$ cat src/core/adc_link_pkg.sv
// Purpose: shared constants for the converter serial readout link
// Assumes: one system clock REF_CLK at 100 MHz
// Notes: conversion and sclk timing expressed in REF_CLK cycles
package adc_link_pkg;
  localparam int CHANNELS = 8;
  localparam int WORD_BITS = 16;
  // conversion period, in master clock periods
  localparam int CONV_HS_DIV1 = 256;
  localparam int CONV_HS_DIV0 = 512;
  localparam int CONV_LP_DIV1 = 1280;
  localparam int CONV_LP_DIV0 = 2560;
  localparam int CONV_MIN = 256;
  localparam int CONV_MAX = 2560;
  // least wait from ready strobe fall to first sclk rise, master periods
  localparam int READY_WAIT_MCLK = 1;
  // sclk half period in REF_CLK cycles (host divider); a bit needs six
  // cycles through both ends' syncs, so four is the least, ratio 1/8
  localparam int SCLK_HALF = 4;
  // format field positions
  localparam int FMT_SPI_BIT = 0;
  localparam int FMT_DISCRETE_BIT = 1;
  localparam int FMT_DYNAMIC_BIT = 2;
  localparam logic [1:0] TEST_NORMAL = 2'h0;
  localparam logic [1:0] TEST_ACTIVE = 2'h3;
  localparam logic MODE_HIGH_SPEED = 1'h0;
  localparam logic MODE_LOW_POWER = 1'h1;
endpackage : adc_link_pkg
$ cat src/core/adc_link_if.sv
// Purpose: pins between converter and host
// Assumes: host reads the shared strobe pin directly; checker tests its enable
// Notes: strobe output enable is active low
`timescale 1ns/1ps
`default_nettype none
interface adc_link_if;
  logic sclk;
  logic daisy_in;
  logic [7:0] data_out;
  logic strobe_out;
  logic strobe_oe_n;
  logic strobe_in;
  logic clock_divider_select;
  logic speed_mode;
  logic [2:0] format_sel;
  logic [1:0] test_sel;
  logic [7:0] channel_power_down_pins;
  logic sync_n;
  modport device (
    input sclk, daisy_in, strobe_in, clock_divider_select, speed_mode,
    input format_sel, test_sel, channel_power_down_pins, sync_n,
    output data_out, strobe_out, strobe_oe_n
  );
  modport host (
    output sclk, daisy_in, strobe_in, clock_divider_select, speed_mode,
    output format_sel, test_sel, channel_power_down_pins, sync_n,
    input data_out, strobe_out, strobe_oe_n
  );
endinterface : adc_link_if
`default_nettype wire

$ cat src/core/adc_device_end.sv
// Purpose: converter end: pin config, conversion timing, serial readout
// Assumes: sclk sampled into REF_CLK domain; REF_CLK stands for master clk
// Notes: results come from user port SAMPLE_DATA, latched at conversion end
//
// Summary of operation
// - divider pin picks master clock rate
// - mode pin 0 high speed, 1 low power
// - shared pin: ready out in SPI
// - format pins pick protocol and layout
// - TDM puts all channels on output one
// - discrete mode: each output own channel
// - unused outputs of small variant driven
// - each power-down pin gates its channel
// - device masks small variant's upper channels itself
// - test pins 00 normal, 11 test
// - one result per conversion period
// - ready falls on master clock edge
// - host waits one period before sclk
// - msb valid when ready falls
// - first sclk fall returns ready high
// - each sclk fall advances output bit
// - daisy input sampled on sclk fall
// - host keeps sclk period and phases
// - host keeps power-of-two sclk ratio
// - each result is sixteen bits
// - configuration from static pins only
`timescale 1ns/1ps
`default_nettype none
module adc_device_end #(
  parameter int CHAN = adc_link_pkg::CHANNELS,
  parameter int ACTIVE_CHAN = adc_link_pkg::CHANNELS,
  parameter int BITS = adc_link_pkg::WORD_BITS
) (
  input wire logic REF_CLK, // system and master clock
  input wire logic RST, // synchronous reset, high
  adc_link_if.device LINK, // pins to host
  input wire logic [CHAN*BITS-1:0] SAMPLE_DATA, // per-channel results
  output logic CONV_DONE, // pulse when a conversion completes
  output logic TEST_MODE, // test pins select test mode
  output logic [CHAN-1:0] CHAN_ACTIVE // channel powered
);
  if (ACTIVE_CHAN > CHAN || CHAN != 8 || BITS != 16) begin : g_bad_param
    $error("adc_device_end: unsupported parameters");
  end

  localparam int SH = CHAN * BITS;

  typedef struct packed {
    logic [2:0] sclk_sync;
    logic [3:0] cfg_sync0;
    logic [3:0] cfg_sync1;
    logic [CHAN-1:0] pd_sync0;
    logic [CHAN-1:0] pd_sync1;
    logic [3:0] fmt_sync0;
    logic [3:0] fmt_sync1;
    logic [1:0] din_sync;
    logic [11:0] conv_cnt;
    logic ready_n;
    logic oe_n;
    logic [SH-1:0] shreg;
    logic [CHAN-1:0] dout;
    logic done;
    logic test;
    logic [CHAN-1:0] active;
  } state_t;

  state_t q, d;

  // ************************************************************
  // conversion period select
  // ************************************************************
  function automatic logic [11:0] conv_len(input logic lp, input logic div1);
    unique case ({lp, div1})
      2'h0: conv_len = 12'(adc_link_pkg::CONV_HS_DIV0);
      2'h1: conv_len = 12'(adc_link_pkg::CONV_HS_DIV1);
      2'h2: conv_len = 12'(adc_link_pkg::CONV_LP_DIV0);
      default: conv_len = 12'(adc_link_pkg::CONV_LP_DIV1);
    endcase
  endfunction : conv_len

  logic sclk_fall, spi_mode, discrete;
  logic [1:0] test_pins;
  logic [11:0] period;
  logic [CHAN-1:0] chan_ok;

  always_comb begin
    d = q;
    d.sclk_sync = {q.sclk_sync[1:0], LINK.sclk};
    d.cfg_sync0 = {LINK.clock_divider_select, LINK.speed_mode,
                   LINK.test_sel};
    d.cfg_sync1 = q.cfg_sync0;
    d.pd_sync0 = LINK.channel_power_down_pins;
    d.pd_sync1 = q.pd_sync0;
    d.fmt_sync0 = {LINK.sync_n, LINK.format_sel};
    d.fmt_sync1 = q.fmt_sync0;
    d.din_sync = {q.din_sync[0], LINK.daisy_in};
    sclk_fall = q.sclk_sync[2] & ~q.sclk_sync[1];
    spi_mode = q.fmt_sync1[adc_link_pkg::FMT_SPI_BIT];
    discrete = q.fmt_sync1[adc_link_pkg::FMT_DISCRETE_BIT];
    d.oe_n = ~spi_mode;
    test_pins = q.cfg_sync1[1:0];
    d.test = (test_pins == adc_link_pkg::TEST_ACTIVE);
    period = conv_len(q.cfg_sync1[2], q.cfg_sync1[3]);
    // per-channel power down, active low pin
    for (int i = 0; i < CHAN; i++) begin
      chan_ok[i] = q.pd_sync1[i] && (i < ACTIVE_CHAN);
    end
    d.active = chan_ok;
    d.done = 1'b0;
    // conversion period count; sync low restarts
    if (!q.fmt_sync1[3]) begin
      d.conv_cnt = 12'h000;
    end else if (q.conv_cnt >= period - 12'h001) begin
      d.conv_cnt = 12'h000;
      d.done = 1'b1;
    end else begin
      d.conv_cnt = q.conv_cnt + 12'h001;
    end
    if (q.done) begin
      for (int i = 0; i < CHAN; i++) begin
        d.shreg[i*BITS +: BITS] = chan_ok[i] ? SAMPLE_DATA[i*BITS +: BITS]
                                             : 16'h0000;
      end
      d.ready_n = ~spi_mode;
    end else if (sclk_fall) begin
      d.ready_n = 1'b1;
      if (discrete) begin
        for (int i = 0; i < CHAN; i++) begin
          d.shreg[i*BITS +: BITS] = {q.shreg[i*BITS +: BITS-1],
                                     (i == 0) ? q.din_sync[1] : 1'b0};
        end
      end else begin
        d.shreg = {q.shreg[SH-2:0], q.din_sync[1]};
      end
    end
    for (int i = 0; i < CHAN; i++) begin
      if (discrete) begin
        d.dout[i] = d.shreg[i*BITS + BITS - 1];
      end else begin
        d.dout[i] = (i == 0) ? d.shreg[SH-1] : 1'b0;
      end
    end
  end

  always_ff @(posedge REF_CLK) begin
    if (RST) begin
      q <= '0;
      q.ready_n <= 1'b1;
      q.oe_n <= 1'b1;
    end else begin
      q <= d;
    end
  end

  assign LINK.strobe_out = q.ready_n;
  assign LINK.strobe_oe_n = q.oe_n;
  assign LINK.data_out = q.dout;
  assign CONV_DONE = q.done;
  assign TEST_MODE = q.test;
  assign CHAN_ACTIVE = q.active;
endmodule : adc_device_end
`default_nettype wire

$ cat src/flat_wrapper.sv
// flat-port wrapper written by rule: the top's interface ports become plain ports
module adc_device_end_flat 
#(
  parameter int CHAN = adc_link_pkg::CHANNELS,
  parameter int ACTIVE_CHAN = adc_link_pkg::CHANNELS,
  parameter int BITS = adc_link_pkg::WORD_BITS
)
  (REF_CLK, RST, SAMPLE_DATA, CONV_DONE, TEST_MODE, CHAN_ACTIVE, LINK_sclk, LINK_daisy_in, LINK_strobe_in, LINK_clock_divider_select, LINK_speed_mode, LINK_format_sel, LINK_test_sel, LINK_channel_power_down_pins, LINK_sync_n, LINK_data_out, LINK_strobe_out, LINK_strobe_oe_n);
  adc_link_if LINK_i ();
  input wire logic REF_CLK;
  input wire logic RST;
  input wire logic [CHAN*BITS-1:0] SAMPLE_DATA;
  output logic CONV_DONE;
  output logic TEST_MODE;
  output logic [CHAN-1:0] CHAN_ACTIVE;
  input wire logic [$bits(LINK_i.sclk)-1:0] LINK_sclk;
  input wire logic [$bits(LINK_i.daisy_in)-1:0] LINK_daisy_in;
  input wire logic [$bits(LINK_i.strobe_in)-1:0] LINK_strobe_in;
  input wire logic [$bits(LINK_i.clock_divider_select)-1:0] LINK_clock_divider_select;
  input wire logic [$bits(LINK_i.speed_mode)-1:0] LINK_speed_mode;
  input wire logic [$bits(LINK_i.format_sel)-1:0] LINK_format_sel;
  input wire logic [$bits(LINK_i.test_sel)-1:0] LINK_test_sel;
  input wire logic [$bits(LINK_i.channel_power_down_pins)-1:0] LINK_channel_power_down_pins;
  input wire logic [$bits(LINK_i.sync_n)-1:0] LINK_sync_n;
  output wire logic [$bits(LINK_i.data_out)-1:0] LINK_data_out;
  output wire logic [$bits(LINK_i.strobe_out)-1:0] LINK_strobe_out;
  output wire logic [$bits(LINK_i.strobe_oe_n)-1:0] LINK_strobe_oe_n;
  assign LINK_i.sclk = LINK_sclk;
  assign LINK_i.daisy_in = LINK_daisy_in;
  assign LINK_i.strobe_in = LINK_strobe_in;
  assign LINK_i.clock_divider_select = LINK_clock_divider_select;
  assign LINK_i.speed_mode = LINK_speed_mode;
  assign LINK_i.format_sel = LINK_format_sel;
  assign LINK_i.test_sel = LINK_test_sel;
  assign LINK_i.channel_power_down_pins = LINK_channel_power_down_pins;
  assign LINK_i.sync_n = LINK_sync_n;
  assign LINK_data_out = LINK_i.data_out;
  assign LINK_strobe_out = LINK_i.strobe_out;
  assign LINK_strobe_oe_n = LINK_i.strobe_oe_n;
  adc_device_end #(.CHAN(CHAN), .ACTIVE_CHAN(ACTIVE_CHAN), .BITS(BITS)) u_core (.REF_CLK(REF_CLK), .RST(RST), .LINK(LINK_i), .SAMPLE_DATA(SAMPLE_DATA), .CONV_DONE(CONV_DONE), .TEST_MODE(TEST_MODE), .CHAN_ACTIVE(CHAN_ACTIVE));
endmodule
$ cat config.mk
export PLATFORM = sky130hd
export DESIGN_NAME = adc_device_end_flat
export DESIGN_NICKNAME = d
export VERILOG_FILES = /design/src/core/adc_link_pkg.sv /design/src/core/adc_link_if.sv /design/src/core/adc_device_end.sv /design/src/flat_wrapper.sv
export SDC_FILE = /design/constraint.sdc
export NUM_CORES = 1
export LEC_CHECK = 0
export BUFFER_PORTS_ARGS = -buffer_cell sky130_fd_sc_hd__buf_4
export CAP_MARGIN = 20
export CORE_MARGIN = 2
export CORE_UTILIZATION = 40
export DETAILED_ROUTE_END_ITERATION = 10
export PLACE_DENSITY = 0.69
export SKIP_CTS_REPAIR_TIMING = 1
export SLEW_MARGIN = 20
export SYNTH_ARGS = -nofsm -noshare
export SYNTH_HDL_FRONTEND = slang
export SYNTH_SLANG_ARGS = --single-unit
$ cat constraint.sdc
create_clock -name REF_CLK -period 3.4 [get_ports REF_CLK]
set_input_delay 0.17 -clock REF_CLK [delete_from_list [all_inputs] [get_ports REF_CLK]]
set_output_delay 0.17 -clock REF_CLK [all_outputs]
set_load 0.005 [all_outputs]
==> out/metrics.csv, run 1 <==
metric;value;unit
layout-drive-gt1-share;20.6;%
syn2layout_area_growth;21.4;%
fp.dieW;152;um
power;4.61;mW
hold_violations;0;
fp.coreArea;21200;sq um
finalSetupTns;0;ps
min_period;2430;ps
grt_setup_unrepaired;false;
setup_viol;0;
ys_warn_count;0;
grt_overflow;0;
startpoint;u_core.d[196]$_SDFF_PP0_;
fill_cells;1988;
ios;169;
grt_pass1_wl;28.8;mm
switching_power;1.04;mW
pwr-share-comb;5.4;%
cts_num_sinks;195;
vias;6336;
clk_path_buf_depth;2;
fp-row-count;53;
die_h;152;um
synth_cell_types;38;
setup.worst_path.end_class;register;
outcome;completed;
pwr-share-seq;50.5;%
portBuffers;166;
powerDensity;436;nW/um^2
fin_util;49.8;%
antenna_found_initial;0;
timing.rr.start;u_core.d[196]$_SDFF_PP0_;
detail-route-antenna-nets;0;
finClkSkew;7.71;ps
power.internal;3.58;mW
hold_start;SAMPLE_DATA[115];
diodes;0;
grt_max_degree;119;
critPathMaxFanout;48;
cts-root-buf;clkbuf_16;
cts_tree;done;
crit_type;register to register;
ir_drop;0.000313;V
avgSynthCellArea;9.53;sq um
wire_per_inst;13.9;um
start_util;41.0;%
placed_area;9800;sq um
crit_arrival;2750;ps
timing.slew.headroom;43.7;%
worstMarginPinSlew;844;ps
synth_top_area_share;44.8;%
clkSlewWorstSetupHoldPaths;70;ps
synth_largest_area_cell;dfxtp_1;
design_area;10600;sq um
worstPathRequired;3720;ps
first_global_vias;5900;
gp_congestion;0.723;
syn_nets;1068;
synthesis.area;8710;sq um
grt.total_usage;15.8;%
hold_class;input pin to register;
dp_hpwl;12.0;mm
period_share;71.5;%
viasPerCell;4.81;
max_freq;0.412;GHz
maxSlewViolCount;0;
cts_buffers;17;
drtIter0Drc;254;
route.detailed.drc;0;
maxCapViolCount;0;
pwr-share-clk;44.1;%
seq_area_frac_synth;44.8;%
synth_area_leaders;dfxtp_1 (45%), mux2i_1 (14%), and2b_1 (7.7%);
swShare;22.5;%
htree_levels;4;
wirelength;18.3;mm
drtPass1Iterations;6;
crit_path_start_kind;register;
clk_latency;430;ps
syn-instance-count;914;
leakagePower;5.08;nW
holdWs;51.8;ps
nNetsFinal;1182;
ys_ff_latch;195;
die_area;23000;sq um
-- routing by layer --
metal  global-route usage [%]  vias up  wire length, um
met2                     25.2      109             8280
met1                     21.0     2872             8860
met4                     5.14        0              238
li1                         -     3343                -
met5                        0        -                0
met3                     3.80       12              898
-- critical path, cell delays in order, from the launching register on --
cell,delay (ps)
dfxtp_1,540
nand2b_4,760
buf_4,490
mux2i_1,240
o21ai_0,90
and2b_1,180
-- Yosys cell counts, drive strengths merged --
master	number
a211oi	1
a21boi	1
a21oi	9
a22oi	1
a2bb2oi	2
and2	1
and2b	89
and3b	1
and4bb	7
buf	40
clkbuf	55
conb	1
dfxtp	195
ha	5
inv	4
mux2i	120
nand2	6
nand2b	5
nand3	116
nand4	2
nor2	40
nor2b	67
nor3	3
nor4	3
o21a	12
o21ai	101
o2bb2ai	13
o31ai	1
or2	1
or3	2
xnor2	9
xor2	1
-- cell families after synthesis --
group                    share of synthesized area, %
AO/OA/AOI/OAI                                    9.21
XOR/XNOR                                         1.01
adder cells (fa/ha/maj)                         0.718
buffers and inverters                            6.97
flip-flops                                       44.8
multiplexers                                     13.8
other                                          0.0431
AND/OR/NAND/NOR                                  23.4
-- per-stage QoR --
stage,instances,setup slack [ps]
after floorplan,914,1830
after global placement,1266,958
after detailed placement,1266,915
after CTS,1298,897
after global routing,1316,721
final,1316,971
-- flip-flops by register name, indices dropped and copies added (netlist names) --
register / count
u_core.LINK.data_out: 8
u_core.TEST_MODE: 1
u_core.CONV_DONE: 1
u_core.LINK.strobe_out: 1
u_core.d: 18
u_core.discrete: 1
u_core.CHAN_ACTIVE: 8
u_core.chan_ok: 8
u_core.q: 148
u_core.LINK.strobe_oe_n: 1
-- cell type report --
class                           instances  area [sq um]  area share [%]
Inverter                                4          15.0           0.142
Clock inverter                         15           168            1.59
Clock buffer                           17           425            4.02
Tap cell                              275           344            3.25
Sequential cell                       195          3910            37.0
Timing Repair Buffer                  190          1510            14.3
Multi-Input combinational cell        620          4200            39.8
-- power groups by stage --
| stage | clock (mW) | combinational (mW) | sequential (mW) |
|---|---|---|---|
| finish | 2.03 | 0.251 | 2.33 |
| global route | 2.19 | 0.271 | 2.33 |
| CTS | 2.10 | 0.237 | 2.33 |
| detailed placement | 0 | 0.236 | 2.38 |
| global placement | 0 | 0.234 | 2.38 |
| floorplan | 0 | 0.112 | 2.36 |
-- cell usage in the layout (no fill, tap or decap), drive strengths merged --
cell type | netlist | layout
o21ai | 101 | 101
o31ai | 1 | 1
nor4 | 3 | 3
bufinv | 0 | 2
and2b | 89 | 89
nand4 | 2 | 2
mux2i | 120 | 120
clkinv | 0 | 4
clkbuf | 55 | 17
nand2b | 5 | 5
or3 | 2 | 2
o21a | 12 | 12
and4bb | 7 | 7
and3b | 1 | 1
or2 | 1 | 1
a21oi | 9 | 9
dlygate4sd3 | 0 | 18
nand2 | 6 | 6
buf | 40 | 172
and2 | 1 | 1
inv | 4 | 12
nor2 | 40 | 40
dfxtp | 195 | 195
clkinvlp | 0 | 1
o2bb2ai | 13 | 13
a22oi | 1 | 1
ha | 5 | 5
a211oi | 1 | 1
a21boi | 1 | 1
a2bb2oi | 2 | 2
conb | 1 | 1
nor3 | 3 | 3
nand3 | 116 | 116
xnor2 | 9 | 9
nor2b | 67 | 67
xor2 | 1 | 1
-- path summary, 6_finish.rpt --
path                            cells after the start  slack (ps)                            endpoint
worst min register to register                      1         410  u_core.LINK.strobe_oe_n$_SDFF_PP1_
worst min-delay path                                3          50          u_core.q[133]$_SDFFE_PP0P_
worst max-delay path                                5         970           u_core.q[38]$_SDFFE_PP0P_
worst max register to register                      5         970           u_core.q[38]$_SDFFE_PP0P_
Note: power is estimated with default switching activity, not from simulation.
==> run 2, diff against run 1 <==
--- a/config.mk
+++ b/config.mk
@@ -10,7 +10,7 @@
 export CORE_MARGIN = 2
 export CORE_UTILIZATION = 40
 export DETAILED_ROUTE_END_ITERATION = 10
-export PLACE_DENSITY = 0.69
+export PLACE_DENSITY = 0.71
 export SKIP_CTS_REPAIR_TIMING = 1
 export SLEW_MARGIN = 20
 export SYNTH_ARGS = -nofsm -noshare
==> constraint.sdc (replaced) <==
create_clock -name REF_CLK -period 2 [get_ports REF_CLK]
set_input_delay 0.1 -clock REF_CLK [delete_from_list [all_inputs] [get_ports REF_CLK]]
set_output_delay 0.1 -clock REF_CLK [all_outputs]
set_load 0.005 [all_outputs]
==> run 2 against run 1 <==
- sequential power increased by 70%
- cell area grew 2.2%
- clock skew is 1.6 ps higher
- global-route usage up 0.24 points
- wire length grew 2.8%
- maximum frequency grew 35%
- sequential share of layout area down 0.79 points
- non-clock buffer count grew 20
- highest routed layer unchanged
- die area unchanged
- first-iteration DRC count decreased by 15%
==> out/metrics.csv, run 2 (synthesized netlist as in run 1, its figures left out) <==
metric;value;unit;change
outcome;completed;;
clk_path_buf_depth;2;;unchanged
top_register;u_core.q;;
min_period;1810;ps;-624 ps
swShare;22.4;%;-0.13 points
pwr-share-comb;5.9;%;+0.5 points
hold_violations;0;;unchanged
antenna_found_initial;0;;unchanged
largest_reg_flops;148;;unchanged
ir_drop;0.000509;V;+62%
viasPerCell;4.89;;+1.6%
cts_buffers;17;;unchanged
worstPathRequired;2310;ps;-1410 ps
powerDensity;727;nW/um^2;+67%
grt_pass1_wl;29.1;mm;+1.0%
drtIter0Drc;215;;-15%
worstMarginPinSlew;642;ps;-202 ps
timing.slew.headroom;57.2;%;+13 points
wire_per_inst;14.1;um;+1.2%
die_area;23000;sq um;unchanged
crit_path_start_kind;register;;
pwr-share-seq;50.3;%;-0.2 points
wirelength;18.8;mm;+2.8%
maxSlewViolCount;0;;unchanged
mostFrequentLayoutCell;dfxtp_1;;
switching_power;1.76;mW;+69%
syn2layout_area_growth;24.1;%;
grt_setup_unrepaired;false;;
fp.coreArea;21200;sq um;unchanged
layout-drive-gt1-share;21.2;%;+0.65 points
setup.worst_path.end_class;register;;
fin_ws;195;ps;-776 ps
clk_latency;420;ps;about the same
dp_hpwl;12.6;mm;+5.1%
htree_levels;4;;unchanged
cts_tree;done;;
die_h;152;um;unchanged
start_util;41.0;%;unchanged
power.internal;6.10;mW;+71%
dp_slack;175;ps;-740 ps
maxCapViolCount;0;;unchanged
clkSlewWorstSetupHoldPaths;70;ps;about the same
portBuffers;166;;unchanged
max_freq;0.554;GHz;+35%
crit_type;register to register;;
period_share;90.3;%;+19 points
route.detailed.drc;0;;unchanged
diodes;0;;unchanged
finalSetupTns;0;ps;unchanged
cts-root-buf;clkbuf_16;;
crit_arrival;2120;ps;-630 ps
cts_num_sinks;195;;unchanged
grt_max_degree;107;;-10%
grt_overflow;0;;unchanged
fp.dieW;152;um;unchanged
critPathMaxFanout;12;;-75%
setup_viol;0;;unchanged
final_cell_mix;dfxtp_1 (194), buf_4 (175), mux2i_1 (120);;
detail-route-antenna-nets;0;;unchanged
nNetsFinal;1202;;+1.7%
vias;6537;;+3.2%
leakagePower;5.19;nW;+2.1%
drtPass1Iterations;4;;-2
first_global_vias;5906;;+0.10%
fin_util;50.9;%;+1.1 points
pwr-share-clk;43.8;%;-0.3 points
grt.total_usage;16.0;%;+0.24 points
gp_congestion;0.744;;+2.8%
finClkSkew;9.33;ps;+1.62 ps
ios;169;;unchanged
fp-row-count;53;;unchanged
hold_class;input pin to register;;
run 2: cell types whose count changed in the layout (fill, tap and decap cells not counted):
| cell | before | now |
|---|---|---|
| buf_4 | 169 | 175 |
| buf_12 | 3 | 7 |
| or3_1 | 2 | 1 |
| clkinv_2 | 2 | 1 |
| clkinvlp_4 | 1 | 3 |
| clkinv_4 | 2 | 1 |
| dlygate4sd3_1 | 18 | 28 |
| or3_4 | 0 | 1 |
run 2: layer usage:
layer	up-vias	part of all wire, %	global-route usage [%]
met5	-	0	0
li1	3395	-	-
met1	3009	48	21.7
met2	125	47	25.0
met4	0	0.77	5.19
met3	8	4.7	4.04
run 2: worst paths after layout:
path,startpoint,end,slack [ps],cells after the start
min reg2reg,u_core.q[162]$_SDFF_PP0_,u_core.LINK.strobe_oe_n$_SDFF_PP1_,410,1
max,u_core.q[148]$_SDFF_PP0_,u_core.q[158]$_SDFF_PP0_,190,5
min,SAMPLE_DATA[115],u_core.q[133]$_SDFFE_PP0P_,2,3
max reg2reg,u_core.q[148]$_SDFF_PP0_,u_core.q[158]$_SDFF_PP0_,190,5
run 2: power groups by stage:
stage | Combinational (mW) | Clock [mW] | Sequential (mW)
after floorplan | 0.190 | 0 | 4.02
after global placement | 0.420 | 0 | 4.04
after detailed placement | 0.423 | 0 | 4.04
after CTS | 0.425 | 3.56 | 3.95
after global routing | 0.502 | 3.72 | 3.96
final | 0.465 | 3.44 | 3.95
run 2: stage by stage:
step / power (mW) / instance area (sq um) / hold WS, ps / cells
after floorplan: 4.21 / 8710 / 228 / 914
after detailed placement: 4.47 / 9920 / 314 / 1276
after global placement: 4.46 / 9920 / 310 / 1276
final: 7.86 / 10800 / 2.12 / 1336
after global routing: 8.17 / 10800 / 1.29 / 1336
after CTS: 7.93 / 10500 / -149 / 1308
run 2: area by class of cell:
cell class              count  area (sq um)
multi-input cells         620          4210
flip-flops and latches    195          3910
clock inverters            15           169
well taps                 275           344
fillers                  1950         10400
clock buffers              17           425
repair buffers            210          1730
inverters                   4          15.0
run 2: worst max-delay path, cell delays in order, from the launching register on:
cell	delay, ps
dfxtp_1	370
ha_1	230
nand4_1	210
nor4_1	510
or3_4	300
nor2_1	70
==> run 3, diff against run 2 <==
--- a/config.mk
+++ b/config.mk
@@ -7,10 +7,12 @@
 export LEC_CHECK = 0
 export BUFFER_PORTS_ARGS = -buffer_cell sky130_fd_sc_hd__buf_4
 export CAP_MARGIN = 20
+export CELL_PAD_IN_SITES_DETAIL_PLACEMENT = 1
+export CELL_PAD_IN_SITES_GLOBAL_PLACEMENT = 2
 export CORE_MARGIN = 2
-export CORE_UTILIZATION = 40
+export CORE_UTILIZATION = 34
 export DETAILED_ROUTE_END_ITERATION = 10
-export PLACE_DENSITY = 0.71
+export PLACE_DENSITY = 0.88
 export SKIP_CTS_REPAIR_TIMING = 1
 export SLEW_MARGIN = 20
 export SYNTH_ARGS = -nofsm -noshare
==> constraint.sdc (replaced) <==
create_clock -name REF_CLK -period 1.79 [get_ports REF_CLK]
set_input_delay 0.0895 -clock REF_CLK [delete_from_list [all_inputs] [get_ports REF_CLK]]
set_output_delay 0.0895 -clock REF_CLK [all_outputs]
set_load 0.005 [all_outputs]
==> run 3 against run 2 <==
- the flow now finishes with violations (hold timing)
- non-clock buffer count up 8
- maximum frequency up 7.9%
- register-to-register slack worse by 80 ps
- highest routed layer unchanged
- die area up 17%
- clock power up 9.9%
- critical path type unchanged
- largest cell class unchanged
- clock-buffer cell count up 2
- largest power group unchanged
- via count up 2.1%
==> out/metrics.csv, run 3 (synthesized netlist as in run 1, its figures left out) <==
metric;value;unit;change
finClkSkew;17.3;ps;+7.92 ps
critPathMaxFanout;7;;-5
first_global_vias;6732;;+14%
drtPass1Iterations;4;;unchanged
detail-route-antenna-nets;0;;unchanged
worstPathRequired;2150;ps;-160 ps
multiInputGateArea;4220;sq um;+0.36%
dp_hpwl;14.6;mm;+16%
layout-drive-gt1-share;22.1;%;+0.87 points
grt_max_degree;77;;-28%
syn2layout_area_growth;25.4;%;
viasPerCell;4.77;;-2.6%
ios;169;;unchanged
mostFrequentLayoutCell;dfxtp_1;;
holdWs;-11.3;ps;-13.4 ps
top_register;u_core.q;;
die_area;26900;sq um;+17%
fp-row-count;58;;+9.4%
crit_path_start_kind;register;;
fill_cells;2857;;+47%
register_area;3910;sq um;unchanged
cts_num_sinks;195;;unchanged
portBuffers;166;;unchanged
maxCapViolCount;0;;unchanged
worstMarginPinSlew;734;ps;+91.8 ps
hold_violations;17;;+17
antenna_found_initial;1;;+1
grt_pass1_wl;34.2;mm;+17%
clkSlewWorstSetupHoldPaths;80;ps;about the same
fp.coreArea;25200;sq um;+19%
clk_path_buf_depth;2;;unchanged
outcome;finished, violations left;;
fp.dieW;164;um;+8.2%
clk_latency;440;ps;+20 ps
maxSlewViolCount;0;;unchanged
grt_setup_unrepaired;false;;
die_h;164;um;+8.2%
hold_class;input pin to register;;
grt_overflow;0;;unchanged
dp_slack;122;ps;-53.0 ps
leakagePower;5.22;nW;+0.73%
htree_levels;4;;unchanged
cts_buffers;17;;unchanged
power;8.73;mW;+11%
largest_reg_flops;148;;unchanged
timing.slew.headroom;51.0;%;-6.1 points
wire_per_inst;15.3;um;+8.7%
wirelength;21.4;mm;+14%
ir_drop;0.000453;V;-11%
setup_viol;0;;unchanged
period_share;93.4;%;+3.2 points
failed_checks;hold timing;;
vias;6673;;+2.1%
cts-root-buf;clkbuf_16;;
drtIter0Drc;337;;+57%
cts_tree;done;;
powerDensity;800;nW/um^2;+10%
crit_arrival;2030;ps;-90 ps
start_util;34.6;%;-6.5 points
route.detailed.drc;0;;unchanged
fin_ws;117;ps;-77.6 ps
grt.total_usage;16.1;%;+0.058 points
gp_congestion;0.756;;+1.7%
nNetsFinal;1210;;+0.67%
final_cell_mix;dfxtp_1 (194), buf_4 (186), mux2i_1 (120);;
min_period;1670;ps;-132 ps
finalSetupTns;0;ps;unchanged
setup.worst_path.end_class;register;;
max_freq;0.598;GHz;+7.9%
crit_type;register to register;;
==> run 3: final cells by class <==
type                    instances  area share [%]
clock buffers                  19            4.06
clock inverters                13            1.24
well taps                     330            3.78
diodes                          1          0.0229
repair buffers                218            16.3
multi-input cells             620            38.7
inverters                       4           0.138
flip-flops and latches        195            35.8
==> run 3: critical path, stage by stage, from the launching register on <==
cell and delay (ps):
dfxtp_1 330, nand2b_1 190, ha_4 230, a21oi_1 120, o21ai_1 90, or3_4 370
buf_4 170, nor2_1 100
==> run 3: power by group <==
part           total [mW]  internal [mW]  switching (mW)
clock network        3.78           1.90            1.88
logic               0.540          0.345           0.194
registers            4.41           4.37          0.0376
total                8.73           6.62            2.11
==> run 3: worst paths after layout <==
check	start	endpoint	slack, ps	cells past startpoint
setup / recovery	u_core.q[189]$_SDFF_PP0_	u_core.q[150]$_SDFF_PP0_	120	7
hold / removal	SAMPLE_DATA[24]	u_core.q[42]$_SDFFE_PP0P_	-10	4
setup reg to reg	u_core.q[189]$_SDFF_PP0_	u_core.q[150]$_SDFF_PP0_	120	7
hold reg to reg	u_core.q[162]$_SDFF_PP0_	u_core.LINK.strobe_oe_n$_SDFF_PP1_	390	1
==> run 3: layer usage <==
layer / vias to the layer above / routed length, um / track usage [%]
met3: 16 / 1200 / 4.49
met4: 0 / 243 / 4.98
met2: 114 / 10100 / 26.3
li1: 3407 / - / -
met5: - / 0 / 0
met1: 3136 / 9860 / 20.5
==> run 3: through the flow <==
stage          hold slack [ps]  area (sq um)  instances  util (%)
4_1_cts                   -157         10600       1373      42.2
5_1_grt                   3.19         10900       1400      43.4
2_1_floorplan              218          8710        914         -
6_report                 -11.3         10900       1400      43.4
3_3_place_gp               299         10100       1341      39.9
3_5_place_dp               307         10100       1341      39.9
